**src/rtl/asm_pkg.sv**
```systemverilog
// Purpose: Shared constants and types of the address-mode serial slave.
// Assumes: Serial pins are already synchronous to ref_clk.
// Notes: Counts are numbers of rising serial clock edges seen in a frame.
package asm_pkg;
  localparam logic [7:0] ALIGN_PATTERN = 8'h25;
  localparam logic [15:0] CLEAR_CMD = 16'h6ca9;
  localparam logic [7:0] CRC_POLY = 8'h07;
  localparam logic [7:0] CRC_SEED = 8'h00;
  localparam logic [7:0] BYTE_IDLE = 8'hff;
  localparam logic [4:0] CNT_ZERO = 5'h00;
  localparam logic [4:0] CNT_ONE = 5'h01;
  localparam logic [4:0] CNT_ADDR = 5'h07;
  localparam logic [4:0] CNT_ADDR_CHK = 5'h08;
  localparam logic [4:0] CNT_PAYLOAD = 5'h0f;
  localparam logic [4:0] CNT_CRC = 5'h17;
  localparam logic [4:0] CNT_BYTE2 = 5'h08;
  localparam logic [4:0] CNT_BYTE3 = 5'h10;
  localparam logic [4:0] CNT_MAX = 5'h1f;
  localparam logic [4:0] FRAME_PLAIN = 5'h10;
  localparam logic [4:0] FRAME_CRC = 5'h18;

  typedef struct packed {
    logic crc_en;
    logic addr_chk_en;
    logic cnt_chk_en;
  } asm_cfg_t;

  typedef struct packed {
    logic crc_err;
    logic addr_err;
    logic cnt_err;
  } asm_err_t;

  typedef struct packed {
    logic cs_n;
    logic sclk;
    logic sdi;
  } asm_pins_t;

  typedef enum logic [1:0] {
    ST_IDLE = 2'b00,
    ST_CMD = 2'b01,
    ST_DATA = 2'b11,
    ST_CRC = 2'b10
  } asm_state_t;
endpackage : asm_pkg

```
**src/rtl/asm_crc8.sv**
```systemverilog
// Purpose: Serial CRC-8 accumulator, one bit per step, MSB first.
// Assumes: clear and step are never both set.
// Notes: Polynomial and seed come from the package.
`timescale 1ns/100ps
module asm_crc8
  import asm_pkg::*;
(
  input wire logic ref_clk,
  input wire logic rst_n,
  input wire logic clear,
  input wire logic step,
  input wire logic bit_in,
  output logic [7:0] crc
);
  logic [7:0] next_crc;
  wire feedback = crc[7] ^ bit_in;

  assign next_crc = {crc[6:0], 1'b0} ^ (feedback ? CRC_POLY : 8'h00);

  always_ff @(posedge ref_clk) begin
    if (!rst_n || clear) begin
      crc <= CRC_SEED;
    end else if (step) begin
      crc <= next_crc;
    end
  end
endmodule : asm_crc8

```
**src/rtl/asm_slave.sv**
```systemverilog
// Purpose: Address-mode serial slave front end with error flags.
// Assumes: Pins sampled on ref_clk, serial clock well below ref_clk / 4.
// Notes: Register map lives outside; it answers reg_rdata and address checks.
// How it works
// - Either idle clock level is accepted, a leading falling edge is ignored.
// - The block is always in address mode, one command per chip-select frame.
// - With CRC enabled a frame carries 24 bits instead of 16.
// - Clock-count, bad-address and CRC errors set sticky flags the host can read.
// - Input is sampled on rising clock edges and output shifts on falling ones.
// - The output only pulls low or floats, never drives high.
// - A frame runs from chip-select fall to rise and should hold 16 clocks, or 24 with CRC enabled.
// - The first input bit chooses write when 0 and read when 1.
// - Seven address bits follow the direction bit, then eight data bits.
// - In a read the trailing eight input bits are ignored, except that with CRC enabled they feed the input CRC check.
// - The address is latched at the eighth rising edge.
// - A read shifts out the addressed byte on falling edges nine to sixteen.
// - Without CRC a write lands at the sixteenth rising edge.
// - The first eight falling edges always carry the alignment byte.
// - With CRC the write lands at the 24th edge and only if the CRC matches.
// - A frame with fewer than 16 clocks never writes.
`timescale 1ns/100ps
module asm_slave
  import asm_pkg::*;
(
  input wire logic ref_clk,
  input wire logic rst_n,
  input wire asm_pins_t pins,
  output logic sdo_o,
  output logic sdo_oe_n,
  input wire asm_cfg_t cfg,
  input wire logic addr_rd_ok,
  input wire logic addr_wr_ok,
  input wire logic [7:0] reg_rdata,
  output logic [6:0] reg_addr,
  output logic [7:0] reg_wdata,
  output logic reg_wr,
  output logic reg_rd,
  output asm_err_t err_flags
);
  asm_state_t state;
  asm_state_t next_state;
  logic cs_q;
  logic sclk_q;
  logic [4:0] bit_cnt;
  logic [15:0] shift_in;
  logic [15:0] payload;
  logic [7:0] out_shift;
  logic is_read;
  logic addr_bad;
  logic drive_low;
  logic [7:0] rx_crc;
  logic [7:0] tx_crc;
  asm_err_t next_flags;

  // Edge detection on synchronous pins; edges only count inside a frame
  wire active = !pins.cs_n;
  wire cs_fall = active && cs_q;
  wire cs_rise = pins.cs_n && !cs_q;
  wire sclk_rise = active && !cs_fall && pins.sclk && !sclk_q;
  // Mode 3 opens with a falling edge before any rising one; skip it
  wire sclk_fall = active && !pins.sclk && sclk_q && (bit_cnt != CNT_ZERO);
  wire [7:0] in_byte = {shift_in[6:0], pins.sdi};
  wire [15:0] in_word = {shift_in[14:0], pins.sdi};
  wire [4:0] frame_len = cfg.crc_en ? FRAME_CRC : FRAME_PLAIN;
  wire at_addr = sclk_rise && (bit_cnt == CNT_ADDR);
  wire at_chk = sclk_rise && (bit_cnt == CNT_ADDR_CHK);
  wire at_payload = sclk_rise && (bit_cnt == CNT_PAYLOAD);
  wire at_crc = sclk_rise && (bit_cnt == CNT_CRC);
  wire is_clear = (in_word == CLEAR_CMD);
  wire is_clear_p = (payload == CLEAR_CMD);
  wire addr_ok = is_read ? addr_rd_ok : addr_wr_ok;
  // Clear command address is exempt from the address check
  // Payload is not captured yet at the ninth edge; the first byte sits in shift_in
  wire addr_bad_now = !addr_ok && cfg.addr_chk_en && (shift_in[7:0] != CLEAR_CMD[15:8]);
  wire crc_match = (in_byte == rx_crc);
  // Write commit points; a short frame never reaches them
  wire commit_plain = at_payload && !cfg.crc_en && !is_read && !addr_bad;
  wire commit_crc = at_crc && cfg.crc_en && !is_read && !addr_bad && crc_match;
  wire commit_plain_wr = commit_plain && !is_clear;
  wire commit_crc_wr = commit_crc && !is_clear_p;
  wire do_clear = (commit_plain && is_clear) || (commit_crc && is_clear_p);
  wire set_cnt = cs_rise && cfg.cnt_chk_en && (bit_cnt != frame_len);
  wire set_addr = at_chk && addr_bad_now;
  wire set_crc = at_crc && cfg.crc_en && !crc_match;
  wire step_rx = sclk_rise && (bit_cnt <= CNT_PAYLOAD);
  wire step_tx = sclk_rise && (bit_cnt <= CNT_PAYLOAD);
  wire load_data = sclk_fall && (bit_cnt == CNT_BYTE2);
  wire load_crc = sclk_fall && (bit_cnt == CNT_BYTE3);
  // Write frames float the data byte; the read byte replaces it
  wire [7:0] data_byte = is_read ? reg_rdata : BYTE_IDLE;
  wire [7:0] crc_byte = cfg.crc_en ? tx_crc : BYTE_IDLE;

  // Set wins over clear in the same cycle
  assign next_flags.cnt_err = (err_flags.cnt_err && !do_clear) || set_cnt;
  assign next_flags.addr_err = (err_flags.addr_err && !do_clear) || set_addr;
  assign next_flags.crc_err = (err_flags.crc_err && !do_clear) || set_crc;
  assign sdo_o = 1'b0;

  always_comb begin
    next_state = state;
    unique case (state)
      ST_IDLE: if (cs_fall) next_state = ST_CMD;
      ST_CMD: if (at_addr) next_state = ST_DATA;
      ST_DATA: if (at_payload && cfg.crc_en) next_state = ST_CRC;
      ST_CRC: next_state = ST_CRC;
    endcase
    if (pins.cs_n) begin
      next_state = ST_IDLE;
    end
  end

  asm_crc8 u_rx_crc (
    .ref_clk(ref_clk),
    .rst_n(rst_n),
    .clear(cs_fall),
    .step(step_rx),
    .bit_in(pins.sdi),
    .crc(rx_crc)
  );

  asm_crc8 u_tx_crc (
    .ref_clk(ref_clk),
    .rst_n(rst_n),
    .clear(cs_fall),
    .step(step_tx),
    .bit_in(out_shift[7]),
    .crc(tx_crc)
  );

  always_ff @(posedge ref_clk) begin
    if (!rst_n) begin
      state <= ST_IDLE;
      cs_q <= 1'b1;
      sclk_q <= 1'b0;
      err_flags <= '0;
    end else begin
      state <= next_state;
      cs_q <= pins.cs_n;
      sclk_q <= pins.sclk;
      err_flags <= next_flags;
    end
  end

  always_ff @(posedge ref_clk) begin
    if (!rst_n || cs_fall) begin
      bit_cnt <= CNT_ZERO;
      shift_in <= '0;
    end else if (sclk_rise) begin
      shift_in <= in_word;
      if (bit_cnt != CNT_MAX) begin
        bit_cnt <= bit_cnt + CNT_ONE;
      end
    end
  end

  always_ff @(posedge ref_clk) begin
    if (!rst_n) begin
      reg_addr <= '0;
      is_read <= 1'b0;
      reg_rd <= 1'b0;
    end else begin
      reg_rd <= at_addr && shift_in[6];
      if (at_addr) begin
        reg_addr <= in_byte[6:0];
        is_read <= shift_in[6];
      end
    end
  end

  always_ff @(posedge ref_clk) begin
    if (!rst_n || cs_fall) begin
      addr_bad <= 1'b0;
      payload <= '0;
    end else begin
      if (set_addr) begin
        addr_bad <= 1'b1;
      end
      if (at_payload) begin
        payload <= in_word;
      end
    end
  end

  always_ff @(posedge ref_clk) begin
    if (!rst_n) begin
      reg_wr <= 1'b0;
      reg_wdata <= '0;
    end else begin
      reg_wr <= commit_plain_wr || commit_crc_wr;
      if (commit_plain_wr) begin
        reg_wdata <= in_byte;
      end else if (commit_crc_wr) begin
        reg_wdata <= payload[7:0];
      end
    end
  end

  always_ff @(posedge ref_clk) begin
    if (!rst_n) begin
      out_shift <= BYTE_IDLE;
    end else if (cs_fall) begin
      out_shift <= ALIGN_PATTERN;
    end else if (load_data) begin
      out_shift <= data_byte;
    end else if (load_crc) begin
      out_shift <= crc_byte;
    end else if (sclk_fall) begin
      out_shift <= {out_shift[6:0], 1'b1};
    end
  end

  // Open drain: enable low only while pulling the line low
  always_ff @(posedge ref_clk) begin
    if (!rst_n) begin
      drive_low <= 1'b0;
    end else begin
      drive_low <= active && !cs_fall && !out_shift[7];
    end
  end
  assign sdo_oe_n = !drive_low;
endmodule : asm_slave

```
**config.mk**
```make
export PLATFORM = sky130hd
export DESIGN_NAME = asm_slave
export DESIGN_NICKNAME = d
export VERILOG_FILES = /design/src/rtl/asm_pkg.sv /design/src/rtl/asm_crc8.sv /design/src/rtl/asm_slave.sv
export SDC_FILE = /design/constraint.sdc
export NUM_CORES = 1
export LEC_CHECK = 0
export ABC_AREA = 0
export BUFFER_PORTS_ARGS = -buffer_cell sky130_fd_sc_hd__buf_4
export CORE_ASPECT_RATIO = 0.6
export CORE_MARGIN = 1.5
export CORE_UTILIZATION = 25
export CTS_CLUSTER_SIZE = 40
export DETAILED_ROUTE_END_ITERATION = 6
export GPL_TIMING_DRIVEN = 0
export PLACE_DENSITY_LB_ADDON = 0.08
export SLEW_MARGIN = 0
export SYNTH_ARGS = -nofsm -noshare
export SYNTH_HDL_FRONTEND = slang
export SYNTH_SLANG_ARGS = --single-unit
```
**constraint.sdc**
```tcl
create_clock -name ref_clk -period 2.4 [get_ports ref_clk]
set_input_delay 0 -clock ref_clk [delete_from_list [all_inputs] [get_ports ref_clk]]
set_output_delay 0 -clock ref_clk [all_outputs]
set_load 0.03 [all_outputs]
```
== Word-level counts from Yosys, hierarchy flattened ==
Cells that the tools add are included.

* Flip-flop bits (word level): 85
* Input bits: 18
* Logic and storage cells: 114
* Output and inout bits: 22

* Reduce and logical (&&, ||, !) cells: 65
* Muxes and demuxes: 12
* Add/sub/neg operators: 1
* Order comparisons: 1
* Bitwise gates (word level): 5
* Equality and inequality tests: 11

{| class="wikitable"
|+ Operator list
! cell !! count
|-
| $mux 8 || 8
|-
| $logic_and 1x1->1 || 37
|-
| $eq 16x15->1 const B || 2
|-
| $logic_not 1->1 || 16
|-
| $xor 8x8->8 || 2
|-
| $eq 5x4->1 const B || 2
|-
| $eq 5x5->1 const B || 2
|-
| $eq 8x8->1 || 1
|-
| $ne 8x7->1 const B || 1
|-
| $logic_or 1x1->1 || 6
|-
| $mux 3 || 2
|-
| $add 5x1->5 const B || 1
|-
| $eq 5x3->1 const B || 1
|-
| $le 5x4->1 const B || 1
|-
| $ne 5x5->1 || 1
|-
| $ne 5x5->1 const B || 1
|-
| $reduce_bool 5->1 || 1
|-
| $mux 4 || 1
|-
| $reduce_bool 4->1 || 1
|-
| $reduce_bool 3->1 || 1
|-
| $reduce_and 2->1 || 1
|-
| $reduce_bool 2->1 || 1
|-
| $reduce_or 2->1 || 1
|-
| $xor 1x1->1 || 2
|-
| 2 further kinds || 2
|}

== Logic depth before layout (Yosys ltp) ==
* Depth after elaboration: 16
* Gate-level depth with buffers: 8
* Gate-level depth less buffers: 7

== Cells and area by module ==
A second synthesis with hierarchy kept.

* Cell total of the unflattened synthesis: 450
* Area, all modules: 3966.3 sq um

{| class="wikitable"
|+ By module, submodules not included
! module !! sequential area each (sq um) !! area each (sq um) !! cells each !! instances
|-
| asm_slave || 1381.3 || 3205.6 || 374 || 1
|-
| asm_crc8 || 160.2 || 380.4 || 38 || 2
|}

== Least setup slack after synthesis ==
Ideal clock, no wire load.

* Kind: register -> register
* Start point: reg bit_cnt[0]
* End point: reg u_rx_crc.crc[5]
* Setup slack: 0.460 ns
* Stages on the path, launching flop included: 9
* Period minus slack after synthesis: 1.940 ns
* Buffers on the path: 2
* Arrival time: 1.812 ns
* Data required time: 2.272 ns
* Library setup time: 0.128 ns
* Cells stage by stage: dfxtp_1 > ha_1 > and3_1 > ha_1 > o21ai_0 > buf_2 > buf_2 > mux2i_1 > nor2_1

* Cells in the longest elaborated chain, start to end: 2

{| class="wikitable"
|+ RTL lines
! what !! line !! text
|-
| start, declared || asm_slave.sv:44 || <nowiki>logic [4:0] bit_cnt;</nowiki>
|-
| start signal, assigned || asm_slave.sv:151 || <nowiki>bit_cnt <= bit_cnt + CNT_ONE;</nowiki>
|-
| $le 5x4->1 || asm_slave.sv:85 || <nowiki>wire step_rx = sclk_rise && (bit_cnt <= CNT_PAYLOAD);</nowiki>
|-
| $logic_and 1x1->1 || asm_slave.sv:85 ||
|-
| end signal, assigned || asm_crc8.sv:24 || <nowiki>crc <= next_crc;</nowiki>
|-
| end, declared || asm_crc8.sv:13 || <nowiki>output logic [7:0] crc</nowiki>
|}

Every way passes these cells.
A chain may end at the register's enable or synchronous reset.

== Worst setup path after layout ==
* Start point: reg shift_in[4]
* End point: reg reg_wdata[1]

* Cells in the longest elaborated chain, start to end: 4
* Elaborated cells between the ends (all ways): 8
* Classes of those cells: eq/ne: 2; mux: 1; reduce/logical: 5

{| class="wikitable"
|+ RTL lines
! what !! line !! text
|-
| start, declared || asm_slave.sv:45 || <nowiki>logic [15:0] shift_in;</nowiki>
|-
| start signal, assigned || asm_slave.sv:149 || <nowiki>shift_in <= in_word;</nowiki>
|-
| $eq 16x15->1 or $eq 8x8->1 (tied branches) || asm_slave.sv:69, asm_slave.sv:75 ||
|-
| $logic_not 1->1 or $logic_and 1x1->1 (tied branches) || asm_slave.sv:79, asm_slave.sv:78 ||
|-
| $logic_and 1x1->1, on equally long branches || asm_slave.sv:79, asm_slave.sv:80 ||
|-
| $mux 8 or $reduce_bool 2->1 (tied branches) || n/a ||
|-
| end signal, assigned || asm_slave.sv:191 || <nowiki>reg_wdata <= in_byte;</nowiki>
|-
| end signal, assigned || asm_slave.sv:193 || <nowiki>reg_wdata <= payload[7:0];</nowiki>
|-
| end, declared || asm_slave.sv:35 || <nowiki>output logic [7:0] reg_wdata,</nowiki>
|}

Several ways; a longest one is shown, not always the timed one.

==> run metrics <==
final instance area=~4600 um2; GRT Util Overall=14.9%; Worst VDD drop=approximately 0.29 mV; Max H-tree Level=3; # fillers=1521; Critical Path Start Type=register; vias in the first global route=2991; P_leak=roughly 1.7 nW; Port Buffers=37; Final Hold Vio Count=0; R2R Setup Slk=~0.19 ns; Crit Path Class=reg -> reg; site row count=34; CTS buffer count=9; ys flop type=dfxtp_1; most frequent cell after synthesis=dfxtp_1; global-route wire length before repair=about 18 mm; fraction of registers with async set/reset=0%; RSZ-0062 raised after global routing=no; GPL Wtd Cong=0.751; CTS sink count=85; flops & latches, synth=85; ant diodes=0; Area growth syn-to-layout=23.9%; Synth Warn #=0; Util after Layout=a little under a third; Slew Limit Fails=0; Vias=just over 3000; worst hold path class=in -> reg; DP Cell Count=658; wire length per cell=~16 um; CP max FO=8; drt pass-1 iters=4; CTS Buffer Depth=2; share of layout cells above drive strength 1=~17%; clk_lat worst skew=approximately 0.33 ns; share of the synthesized area in the top cell type=45.9%; Congestion Overflow GR=0; Arr. time, crit path=about 2.5 ns; fmax=around 450 MHz; Post-Syn Nets=~450; Vias/cell=~4.5; Synth cell types=47; Detailed Route WL=between 10 and 15 mm; top post-synthesis cells by count=dfxtp_1, nand2_1, a21oi_1, nor2_1, clkbuf_1; period utilization=92.3%; Slew HR=50.7%; ANT nets after route=0; Post-Layout Cell Count=~670; hold path cells=3; sequential element share of the synthesized area=a little under half; WP data required=2.68 ns; TNS Setup=0 ns; initial antenna violation count=0; post-CTS setup buffer count=0; Overall Power=3.00 mW; Synth Instances=around 420; Area contributors post-synth=dfxtp_1, nand2_1, mux2i_1; Mapped Area=approximately 3700 um2; outcome=complete, no violations; I/O pins=40; Cell Pwr Density=roughly 650 nW/um2; Post-synth EDFFs=0; Final WS setup=about 0.19 ns; pre-CTS setup slack=-0.142 ns; max-cap violations=0; CTS root buf=clkbuf_16; initial DRC count=144; endpoint type of the worst setup path=register; Clock Skew=just under 0.009 ns; full die area=between 15000 and 20000 um2; synthesized area per cell=8.76 um2; core area=roughly 14000 um2; chip height=~97 um; setup violators final=0; largest net degree at the start of global routing=14; final net count=493; Tmin final=~2.2 ns; CTS tree=done; DRC violation count after routing=0; Worst R2R Path Depth=6; post-DP HPWL=just over 8 mm; die width=160 um; area leader, netlist=dfxtp_1; placed cell areas=4230 um2; Initial Util=25.6%; Clock Pin Slew Worst Setup and Hold Paths=approximately 0.060 ns; Worst Tran Pin Value=around 0.73 ns; minimum hold slack=between 0.015 and 0.02 ns
## flip-flops by register name, summed over array words and instances, names as in the netlist
signal	cells
reg_addr	7
is_read	1
u_tx_crc.crc	8
out_shift	8
shift_in	15
reg_wdata	8
drive_low	1
payload	16
u_rx_crc.crc	8
reg_rd	1
bit_cnt	5
cs_q	1
err_flags	3
reg_wr	1
addr_bad	1
sclk_q	1
## worst paths after layout
| path | end | startpoint |
|---|---|---|
| setup / recovery | reg_wdata[1]$_SDFFE_PN0P_ | shift_in[4]$_SDFFE_PP0P_ |
| hold / removal | out_shift[6]$_SDFFE_PN1P_ | reg_rdata[6] |
| setup reg to reg | reg_wdata[1]$_SDFFE_PN0P_ | shift_in[4]$_SDFFE_PP0P_ |
| hold reg to reg | payload[12]$_SDFFE_PP0N_ | payload[12]$_SDFFE_PP0N_ |
## layout by cell type, fill, tap and decap left out, drive strengths merged, types with 5 or more instances in the layout
cell         count
mux2i           22
o21a             7
nand3            5
and2             5
inv              6
a21oi           42
xnor2           15
clkbuf          33
o22ai            7
dlygate4sd3      6
o21ai            8
o221a            7
nand2           69
o31ai            7
buf             40
nand2b          10
dfxtp           85
nand4            7
nor2            32
nor2b           13
## power breakdown
group	switching [mW]	total [mW]	internal [mW]
sequential	0.0114	1.43	1.42
combinational	0.0843	0.151	0.0663
clock	0.560	1.41	0.854
## cells by family after synthesis
family	synth area share, %
other	0.101
xor gates and xnor gates	4.26
AOI/OAI and AO/OA	15.5
buffers and inverters	3.99
muxes	6.86
DFF	45.9
and+or+nand+nor	22.0
adders and majority gates	1.35
## cell type report
type | count | area [um2] | area share (%)
tap | 198 | 248 | 5.40
sequential | 85 | 1710 | 37.3
timing repair buffer | 43 | 338 | 7.36
inverter | 6 | 22.5 | 0.491
clock inverter | 4 | 47.5 | 1.04
clock buffer | 11 | 253 | 5.51
buffer | 25 | 113 | 2.45
multi-input combinational | 301 | 1860 | 40.5
## layer usage
| layer | routed length (um) | track usage, % | vias up |
|---|---|---|---|
| met5 | 0 | 0 | - |
| met4 | 111 | 3.59 | 0 |
| met3 | 461 | 4.27 | 9 |
| met2 | 3920 | 18.6 | 53 |
| met1 | 6450 | 24.0 | 1404 |
| li1 | - | - | 1552 |
## worst max-delay path, stage by stage (launching register included)
cell     delay [ns]
dfxtp_2        0.50
xnor2_1        0.16
nand4_1        0.21
or4_1          0.57
buf_2          0.20
o21ai_4        0.29
o221a_2        0.24
## timing repair
action,4_1_cts,5_1_grt
resized for setup,2,14
endpoints found under the setup margin,21,50
pin swaps,0,0
hold endpoints to repair,6,1
hold buffers,5,1
Note: power is estimated with default switching activity, not from simulation.
